<file path="config.mk">
export PLATFORM = sky130hd
export DESIGN_NAME = mic_regs
export DESIGN_NICKNAME = d
export VERILOG_FILES = /design/src/hdl/mic_pkg.sv /design/src/hdl/mic_regs.sv /design/src/hdl/mic_wb_slave.sv
export SDC_FILE = /design/constraint.sdc
export NUM_CORES = 1
export LEC_CHECK = 0
export BUFFER_PORTS_ARGS = -buffer_cell sky130_fd_sc_hd__buf_2
export CORE_ASPECT_RATIO = 1.5
export CORE_MARGIN = 2
export CORE_UTILIZATION = 41
export CTS_CLUSTER_SIZE = 14
export DETAILED_ROUTE_END_ITERATION = 8
export GPL_TIMING_DRIVEN = 0
export HOLD_SLACK_MARGIN = 0.15
export PLACE_DENSITY = 0.8
export REMOVE_ABC_BUFFERS = 1
export SLEW_MARGIN = 20
export SYNTH_ARGS = -nofsm -noshare
export SYNTH_HDL_FRONTEND = slang
export SYNTH_HIERARCHICAL = 1
export SYNTH_SLANG_ARGS = --single-unit
export TNS_END_PERCENT = 5
</file>
<file path="constraint.sdc">
create_clock -name clk_i -period 1.4 [get_ports clk_i]
set_clock_uncertainty 0.1 [all_clocks]
set_input_delay 0.14 -clock clk_i [delete_from_list [all_inputs] [get_ports clk_i]]
set_output_delay 0.14 -clock clk_i [all_outputs]
set_load 0.01 [all_outputs]
</file>
<file path="src/hdl/mic_pkg.sv">
// Package: register map, field positions and types of the MAC interface control block
package mic_pkg;
  // Register indices as printed; byte address is four times the index
  localparam logic [4:0] REG_CTRL2_IDX = 5'h15;
  localparam logic [4:0] REG_IMP_IDX = 5'h18;
  localparam logic [4:0] REG_SWRST_IDX = 5'h1f;
  localparam int IDX_TO_BYTE_SHIFT = 2;
  localparam logic [6:0] ADDR_CTRL2 = {REG_CTRL2_IDX, 2'b00};
  localparam logic [6:0] ADDR_IMP = {REG_IMP_IDX, 2'b00};
  localparam logic [6:0] ADDR_SWRST = {REG_SWRST_IDX, 2'b00};

  // Control register two fields
  localparam int C2_LOOP_BIT = 14;
  localparam int C2_SPD_LSB_BIT = 13;
  localparam int C2_SPD_MSB_BIT = 6;
  localparam int C2_RXT_BIT = 5;
  localparam int C2_TXT_BIT = 4;
  localparam int C2_BCE_BIT = 3;
  localparam logic [5:0] C2_RSV_12_7 = 6'h20;
  localparam logic [2:0] C2_RSV_2_0 = 3'h6;
  localparam logic [1:0] SPEED_RST = 2'h2;
  localparam logic RXT_RST = 1'h1;
  localparam logic TXT_RST = 1'h1;

  // Impedance override fields
  localparam int IM_B15_BIT = 15;
  localparam int IM_SUPPLY_BIT = 13;
  localparam int IM_LOW_IO_BIT = 12;
  localparam int IM_B7_BIT = 7;
  localparam int IM_B6_BIT = 6;
  localparam logic [3:0] IM_RSV_11_8_RST = 4'h8;
  localparam logic [3:0] IM_RSV_3_0_RST = 4'h8;

  // Software reset register: writing this bit requests a soft reset
  localparam int SWRST_BIT = 15;

  typedef enum logic [1:0] {
    MIC_SPD_10 = 2'h0,
    MIC_SPD_100 = 2'h1,
    MIC_SPD_1000 = 2'h2
  } mic_speed_t;

  // Settings that act on the datapath
  typedef struct packed {
    logic line_loopback;
    logic [1:0] speed;
    logic rx_clk_centered;
    logic tx_clk_delay;
    logic block_carrier_ext;
    logic io_supply_level;
  } mic_ctrl_t;
endpackage

</file>
<file path="src/hdl/mic_regs.sv">
// MAC interface control and status registers with Wishbone access
// Functional notes
// - Line loopback bit loops media receive to transmit; cleared on both resets.
// - Link-down MAC speed from bits 6 (high) and 13 (low).
// - Speed and timing writes take effect only after a software reset.
// - Receive timing bit resets to one; one centres clock on stable data.
// - Transmit timing bit resets to one; one delays incoming transmit clock.
// - Carrier extension block bit: zero on hardware reset, kept on soft reset.
// - Supply level bit initial value: config codes 10, 01 give one.
// - Read-only status bit reads one when 1.8V I/O supply in use.
//
// Chosen here: the Wishbone slave port.
`timescale 1ns/100ps
module mic_regs #(
  parameter int REG_W = 16
) (
  input wire logic clk_i,
  input wire logic rst_i,
  input wire logic [6:0] adr_i,
  input wire logic [31:0] dat_i,
  output logic [31:0] dat_o,
  input wire logic we_i,
  input wire logic [3:0] sel_i,
  input wire logic cyc_i,
  input wire logic stb_i,
  output logic ack_o,
  input wire logic [1:0] config_i,
  input wire logic low_io_supply_i,
  input wire logic link_up_i,
  input wire logic mac_loopback_i,
  input wire logic [1:0] link_speed_i,
  output mic_pkg::mic_ctrl_t ctrl_o,
  output logic [1:0] mac_speed_o,
  output logic soft_reset_o
);
  localparam int IM_LOW_NIB_W = $bits(mic_pkg::IM_RSV_3_0_RST);
  logic wr;
  logic rd;
  logic [REG_W-1:0] wdat;
  logic [1:0] lanes;

  // Written (pending) values and active values
  logic loop_q, loop_d;
  logic [1:0] spd_pend_q, spd_pend_d, spd_act_q, spd_act_d;
  logic rxt_pend_q, rxt_pend_d, rxt_act_q, rxt_act_d;
  logic txt_pend_q, txt_pend_d, txt_act_q, txt_act_d;
  logic bce_q, bce_d;
  logic sup_q, sup_d;
  logic b15_q, b15_d;
  logic b7_q, b7_d;
  logic b6_q, b6_d;
  logic [3:0] r11_8_q, r11_8_d;
  logic [3:0] r3_0_q, r3_0_d;
  logic strap_q, strap_d;
  logic swrst_q, swrst_d;
  logic [31:0] rdat_q, rdat_d;
  logic [REG_W-1:0] c2_view;
  logic [REG_W-1:0] im_view;

  mic_wb_slave u_wb (
    .clk_i(clk_i),
    .rst_i(rst_i),
    .cyc_i(cyc_i),
    .stb_i(stb_i),
    .we_i(we_i),
    .ack_o(ack_o),
    .wr_o(wr),
    .rd_o(rd)
  );

  // Field positions are fixed, so only a 16-bit register serves
  if (REG_W != 16) begin : g_width_check
    $error("mic_regs: REG_W must be 16");
  end

  assign wdat = dat_i[REG_W-1:0];
  assign lanes = sel_i[1:0];

  always_comb begin
    c2_view = '0;
    c2_view[mic_pkg::C2_LOOP_BIT] = loop_q;
    c2_view[mic_pkg::C2_SPD_LSB_BIT] = spd_pend_q[0];
    c2_view[mic_pkg::C2_SPD_LSB_BIT-1:mic_pkg::C2_SPD_MSB_BIT+1] =
      mic_pkg::C2_RSV_12_7;
    c2_view[mic_pkg::C2_SPD_MSB_BIT] = spd_pend_q[1];
    c2_view[mic_pkg::C2_RXT_BIT] = rxt_pend_q;
    c2_view[mic_pkg::C2_TXT_BIT] = txt_pend_q;
    c2_view[mic_pkg::C2_BCE_BIT] = bce_q;
    c2_view[mic_pkg::C2_BCE_BIT-1:0] = mic_pkg::C2_RSV_2_0;
    im_view = '0;
    im_view[mic_pkg::IM_B15_BIT] = b15_q;
    im_view[mic_pkg::IM_SUPPLY_BIT] = sup_q;
    im_view[mic_pkg::IM_LOW_IO_BIT] = low_io_supply_i;
    im_view[mic_pkg::IM_LOW_IO_BIT-1:mic_pkg::IM_B7_BIT+1] = r11_8_q;
    im_view[mic_pkg::IM_B7_BIT] = b7_q;
    im_view[mic_pkg::IM_B6_BIT] = b6_q;
    im_view[IM_LOW_NIB_W-1:0] = r3_0_q;
  end

  always_comb begin
    loop_d = loop_q;
    spd_pend_d = spd_pend_q;
    spd_act_d = spd_act_q;
    rxt_pend_d = rxt_pend_q;
    rxt_act_d = rxt_act_q;
    txt_pend_d = txt_pend_q;
    txt_act_d = txt_act_q;
    bce_d = bce_q;
    sup_d = sup_q;
    b15_d = 1'b0;
    b7_d = b7_q;
    b6_d = b6_q;
    r11_8_d = r11_8_q;
    r3_0_d = r3_0_q;
    strap_d = 1'b0;
    swrst_d = 1'b0;
    rdat_d = rdat_q;
    // Strap sampled once, first cycle out of reset
    if (strap_q) begin
      sup_d = ^config_i;
    end
    // Soft reset pulse applies pending timing, clears loopback
    if (swrst_q) begin
      loop_d = 1'b0;
      spd_act_d = spd_pend_q;
      rxt_act_d = rxt_pend_q;
      txt_act_d = txt_pend_q;
    end
    if (wr && adr_i == mic_pkg::ADDR_CTRL2) begin
      if (lanes[1]) begin
        loop_d = wdat[mic_pkg::C2_LOOP_BIT];
        spd_pend_d[0] = wdat[mic_pkg::C2_SPD_LSB_BIT];
      end
      if (lanes[0]) begin
        spd_pend_d[1] = wdat[mic_pkg::C2_SPD_MSB_BIT];
        rxt_pend_d = wdat[mic_pkg::C2_RXT_BIT];
        txt_pend_d = wdat[mic_pkg::C2_TXT_BIT];
        bce_d = wdat[mic_pkg::C2_BCE_BIT];
      end
    end
    if (wr && adr_i == mic_pkg::ADDR_IMP) begin
      if (lanes[1]) begin
        b15_d = wdat[mic_pkg::IM_B15_BIT];
        sup_d = wdat[mic_pkg::IM_SUPPLY_BIT];
        r11_8_d = wdat[mic_pkg::IM_LOW_IO_BIT-1:mic_pkg::IM_B7_BIT+1];
      end
      if (lanes[0]) begin
        b7_d = wdat[mic_pkg::IM_B7_BIT];
        b6_d = wdat[mic_pkg::IM_B6_BIT];
        r3_0_d = wdat[IM_LOW_NIB_W-1:0];
      end
    end
    if (wr && adr_i == mic_pkg::ADDR_SWRST && lanes[1]) begin
      swrst_d = wdat[mic_pkg::SWRST_BIT];
    end
    if (rd) begin
      rdat_d = '0;
      if (adr_i == mic_pkg::ADDR_CTRL2) begin
        rdat_d[REG_W-1:0] = c2_view;
      end else if (adr_i == mic_pkg::ADDR_IMP) begin
        rdat_d[REG_W-1:0] = im_view;
      end
    end
  end

  // Hardware reset restores all; soft reset keeps retained bits
  always_ff @(posedge clk_i) begin
    if (rst_i) begin
      loop_q <= 1'b0;
      spd_pend_q <= mic_pkg::SPEED_RST;
      spd_act_q <= mic_pkg::SPEED_RST;
      rxt_pend_q <= mic_pkg::RXT_RST;
      rxt_act_q <= mic_pkg::RXT_RST;
      txt_pend_q <= mic_pkg::TXT_RST;
      txt_act_q <= mic_pkg::TXT_RST;
      bce_q <= 1'b0;
      sup_q <= 1'b0;
      b15_q <= 1'b0;
      b7_q <= 1'b0;
      b6_q <= 1'b0;
      r11_8_q <= mic_pkg::IM_RSV_11_8_RST;
      r3_0_q <= mic_pkg::IM_RSV_3_0_RST;
      strap_q <= 1'b1;
      swrst_q <= 1'b0;
      rdat_q <= '0;
    end else begin
      loop_q <= loop_d;
      spd_pend_q <= spd_pend_d;
      spd_act_q <= spd_act_d;
      rxt_pend_q <= rxt_pend_d;
      rxt_act_q <= rxt_act_d;
      txt_pend_q <= txt_pend_d;
      txt_act_q <= txt_act_d;
      bce_q <= bce_d;
      sup_q <= sup_d;
      b15_q <= b15_d;
      b7_q <= b7_d;
      b6_q <= b6_d;
      r11_8_q <= r11_8_d;
      r3_0_q <= r3_0_d;
      strap_q <= strap_d;
      swrst_q <= swrst_d;
      rdat_q <= rdat_d;
    end
  end

  assign dat_o = rdat_q;
  assign soft_reset_o = swrst_q;
  assign ctrl_o.line_loopback = loop_q;
  assign ctrl_o.speed = spd_act_q;
  assign ctrl_o.rx_clk_centered = rxt_act_q;
  assign ctrl_o.tx_clk_delay = txt_act_q;
  assign ctrl_o.block_carrier_ext = bce_q;
  assign ctrl_o.io_supply_level = sup_q;
  // Default speed when link down or in MAC loopback
  assign mac_speed_o = (!link_up_i || mac_loopback_i) ? spd_act_q
                       : link_speed_i;
endmodule

</file>
<file path="src/hdl/mic_wb_slave.sv">
// Wishbone classic slave handshake with one-cycle ack
`timescale 1ns/100ps
module mic_wb_slave (
  input wire logic clk_i,
  input wire logic rst_i,
  input wire logic cyc_i,
  input wire logic stb_i,
  input wire logic we_i,
  output logic ack_o,
  output logic wr_o,
  output logic rd_o
);
  logic ack_q;
  logic ack_d;

  always_comb begin
    ack_d = cyc_i && stb_i && !ack_q;
  end

  always_ff @(posedge clk_i) begin
    if (rst_i) begin
      ack_q <= 1'b0;
    end else begin
      ack_q <= ack_d;
    end
  end

  assign ack_o = ack_q;
  assign wr_o = ack_q && cyc_i && stb_i && we_i;
  assign rd_o = ack_d && !we_i;
endmodule

</file>
# Yosys cells after proc, flatten, opt, wreduce, memory -nomap -nowiden
# Index checks and enable logic that the tools add are counted.
[op_classes] eq_ne=3 n_mux=10 bitwise_logic=3 reduce_logical=21
[ops] op="two-way mux 16 bit" count=2
[ops] op="equality test 7 bit, second input constant" count=3
[ops] op="logical AND 1 bit" count=10
[ops] op="AND reduction 2 bit" count=4
[ops] op="two-way mux 1 bit" count=7
[ops] op="zero test 1 bit" count=3
[ops] op="inverter 1 bit" count=3
[ops] op="OR reduction 3 bit" count=1
[ops] op="two-way mux 2 bit" count=1
[ops] op="OR reduction 2 bit" count=1
[ops] op="parity 2 bit" count=1
[ops] op="logical OR 1 bit" count=1
[totals] reg_bits=41 input_bits=55 output_inout_bits=43 word_cells=56

# Depth between registers and ports, before layout
[depth] word_depth=7 ltp_mapped=5 ltp_nobuf=4

# Hierarchy
# Netlist, hierarchy kept.
[modules_own_cells] mod="mic_regs" n_inst=1 cells_each=206 area_each_um2=1888.1 seq_area_each_um2=800.8
[modules_own_cells] mod="mic_wb_slave" n_inst=1 cells_each=4 area_each_um2=55.1 seq_area_each_um2=20.0

# Worst setup path after synthesis
# OpenSTA, ideal clock, no wires.
[synth_timing] path_type="register -> register" startpoint="reg u_wb.ack_q, in the netlist u_wb/ack_o" endpoint="reg rdat_q[3], in the netlist dat_o[3]" setup_ps=74 arrival_ps=1457 path_slack_ps=-231 stages_incl_launch_ff=5 n_path_buf=0 period_less_slack_ps=1631 cell_sequence="dfxtp_1 > and4bb_2 > nor4b_2 > nand3_1 > a31oi_1"
[synth_between] elab_chain_cells=3
[synth_lines] item="start: declaration" line="mic_wb_slave.sv:13" text="logic ack_q;"
[synth_lines] item="start signal: assignment" line="mic_wb_slave.sv:24" text="ack_q <= ack_d;"
[synth_lines] item="zero test 1 bit" line="mic_wb_slave.sv:17" text="ack_d = cyc_i && stb_i && !ack_q;"
[synth_lines] item="logical AND 1 bit" line="mic_wb_slave.sv:17"
[synth_lines] item="logical AND 1 bit" line="mic_wb_slave.sv:30" text="assign rd_o = ack_d && !we_i;"
[synth_lines] item="via rd" line="mic_regs.sv:38" text="logic rd;"
[synth_lines] item="end signal: assignment" line="mic_regs.sv:203" text="rdat_q <= rdat_d;"
[synth_lines] item="end: declaration" line="mic_regs.sv:56" text="logic [31:0] rdat_q, rdat_d;"
# The timed path passes the listed nets, and every way through them passes these cells.
# A chain may end at the register's enable or synchronous reset.

# Final worst setup path
[layout_timing] startpoint="reg u_wb.ack_q, in the netlist u_wb/ack_o" endpoint="reg rdat_q[6], in the netlist dat_o[6]"
# The elaborated chain is that of the path after synthesis.

==> out/qor.yml <==
final_util: 0.570
synth_commonest_cells: "dfxtp_1 (41), nor2_1 (23), buf_4 (21)"
die_h_um: 88.3
hold_viol: 0
routed_wl_mm: 4.65
synth.cell_area_mm2: 0.00194
worstHoldStart: "adr_i[1]"
status: "complete, but fails checks"
firstDrtPassIters: 4
crit_path_end_kind: "register"
die_width_um: 60.2
ant_nets: 0
hold_end: "dat_o[1]"
ys_seq_elements: 41
drc: 0
clk_pin_slew_worst_paths_ns: 0.07
cts_root_buffer: "clkbuf_8"
wire_per_inst_um: 13.3
pre_cts_ws_ns: -0.693
rr_worst_depth: 5
antenna_found_initial: 0
path_class: "register to register"
fin_ws_ns: -0.0403
routed-via-count: 1753
failed_checks: "negative setup slack"
hold_depth: 4
synth_top_cell_area_share: 0.422
reg2reg_from: "u_wb/ack_o"
vias_per_cell: 5.01
gr-total-overflow: 0
ys.flop_type: "dfxtp_1"
htreeDepth: 2
dp.final_hpwl_mm: 3.14
cp_data_required_time_ns: 1.51
die-area_mm2: 0.00532
rsz0062_at_grt: "true"
slew_violations: 0
io_pins: 98
layout_worst_path_cycle_share: 1.03
drv_cap: 0
min_path_type: "input pin to register"
grt_max_degree: 53
ys_warn_count: 6
setup_viol: 7
synth_most_common_cell: "dfxtp_1"
rrSetupSlack_ns: -0.04
clkSinkCount: 41
worst_pin_slew_ns: 0.803
start_util: 0.428
rows: 30
finalWeightedCongestion: 0.853
cts_tree: "done"
async_reset_ff_frac: 0
area_delta_synth_final_pct: 33.3
p_leak_nw: 1.07
synth_area_per_cell_um2: 9.25
nNetsFinal: 341
power.density_mw_per_mm2: 858
crit_path_max_fanout: 9
synth-edff-count: 0
first_global_vias: 1619
ir_drop_v: 0.000698
layout-drive-gt1-share: 0.322
slew_headroom: 0.465
cts_max_path_buffers: 2
fillers: 392
core-area_mm2: 0.00454
yosysTopAreaCell: "dfxtp_1"
grt_util_all_layers: 0.184
yosysSeqAreaShare: 0.422
whs_ns: 0.154
yosysUniqueCellTypes: 35
synthCells: 210
grt_pass1_wl_mm: 7.46
finalCriticalPeriod_ns: 1.44
arrival_ns: 1.56
clkLatencyLatePin_ns: 0.29
num_antenna_cells: 0
drtIter0Drc: 72
critPathLaunchType: "register"
cts_buffers: 5
synth_area_leaders: "dfxtp_1 (42%), buf_4 (8.1%), mux2i_1 (6.7%), nor2_1 (4.4%), nand2b_1 (4.2%)"
r2r_end: "dat_o[6]"
fmax_mhz: 694
portBuffers: 62
==> kinds of logic (layout without fill, tap and decap cells) <==
group           count (synthesis)  after routing  synth area share
other cells                     1             16           0.00193
flops                          41             41             0.422
mux                            15             15            0.0786
simple gates                   85             85             0.263
compound gates                 30             30             0.115
xor+xnor                        1              1           0.00451
buf+inv                        37             98             0.115
==> power by group <==
group / internal (W) / switching (W)
clock network: 0.000391 / 0.000384
registers: 0.00118 / 0.00000630
logic: 0.000128 / 0.000136
total: 0.00170 / 0.000526
==> through the flow <==
step / total power [W] / setup TNS (ns) / instance area [um^2] / cells
2_1_floorplan: 0.00130 / -11.00 / 1780 / 190
3_3_place_gp: 0.00140 / -29.81 / 2170 / 316
3_5_place_dp: 0.00141 / -11.18 / 2200 / 317
4_1_cts: 0.00224 / -0.144 / 2570 / 350
5_1_grt: 0.00232 / -1.16 / 2590 / 350
6_report: 0.00222 / -0.104 / 2590 / 350
==> layer usage <==
layer | up-vias | global-route usage | routed length, um
met5 | - | 0 | 0
met4 | 0 | 0.0667 | 86
met3 | 9 | 0.0439 | 300
met2 | 70 | 0.311 | 2420
met1 | 810 | 0.224 | 1840
li1 | 864 | - | -
==> cell type report <==
cell class,instances,area [um^2],area share
well taps,64,80.1,0.0309
flip-flops and latches,41,822,0.317
repair buffers,89,569,0.220
inverters,2,7.51,0.00290
multi-input cells,147,1020,0.396
clock buffers,7,86.3,0.0333
==> sequential cells by signal, indices dropped and copies added, names as in the netlist, 2 cells and up <==
signal / flops
spd_pend_q: 2
spd_act_q: 2
r3_0_q: 4
r11_8_q: 4
dat_o: 16
==> placed cells by master (no fill, tap or decap), drive strengths merged <==
cell,count
buf,68
dfxtp,41
nor2,23
dlygate4sd3,21
conb,16
nand2b,13
mux2i,13
nand4,10
nand3,9
a21oi,8
nand2,8
a32oi,7
clkbuf,7
nor3,5
nor2b,4
a311oi,4
o31ai,4
a211o,4
mux2,2
nand4bb,2
nor4bb,2
inv,2
a31oi,2
and4bb,2
or3,1
nor3b,1
and2,1
or3b,1
o311ai,1
xnor2,1
nand3b,1
nor4b,1
and4,1
==> worst max-delay path by stage <==
| stage | from | to | slack [ns] | cells after the start |
|---|---|---|---|---|
| floorplan | adr_i[6] | r11_8_q[3] | -0.77 | 3 |
| global placement | adr_i[6] | sup_q | -1.63 | 4 |
| detailed placement | u_wb/ack_o | dat_o[6] | -0.69 | 4 |
| CTS | u_wb/ack_o | dat_o[3] | -0.03 | 5 |
| global route | u_wb/ack_o | dat_o[3] | -0.12 | 5 |
| finish | u_wb/ack_o | dat_o[6] | -0.04 | 5 |
==> critical path, cell delays in order, from the launching register on <==
cell,delay [ns]
dfxtp_2,0.33
and4bb_4,0.33
nor4b_4,0.21
buf_6,0.17
nand3_1,0.08
a31oi_1,0.14
==> timing repair <==
| action | 4_1_cts | 5_1_grt |
|---|---|---|
| pin swaps | 8 | 6 |
| hold buffers | 21 | 0 |
| setup buffers | 5 | 0 |
| endpoints found under the setup margin | 32 | 26 |
| hold endpoints to repair | 23 | 0 |
| gates resized for setup | 9 | 5 |
(Power assumes the default switching activity.)
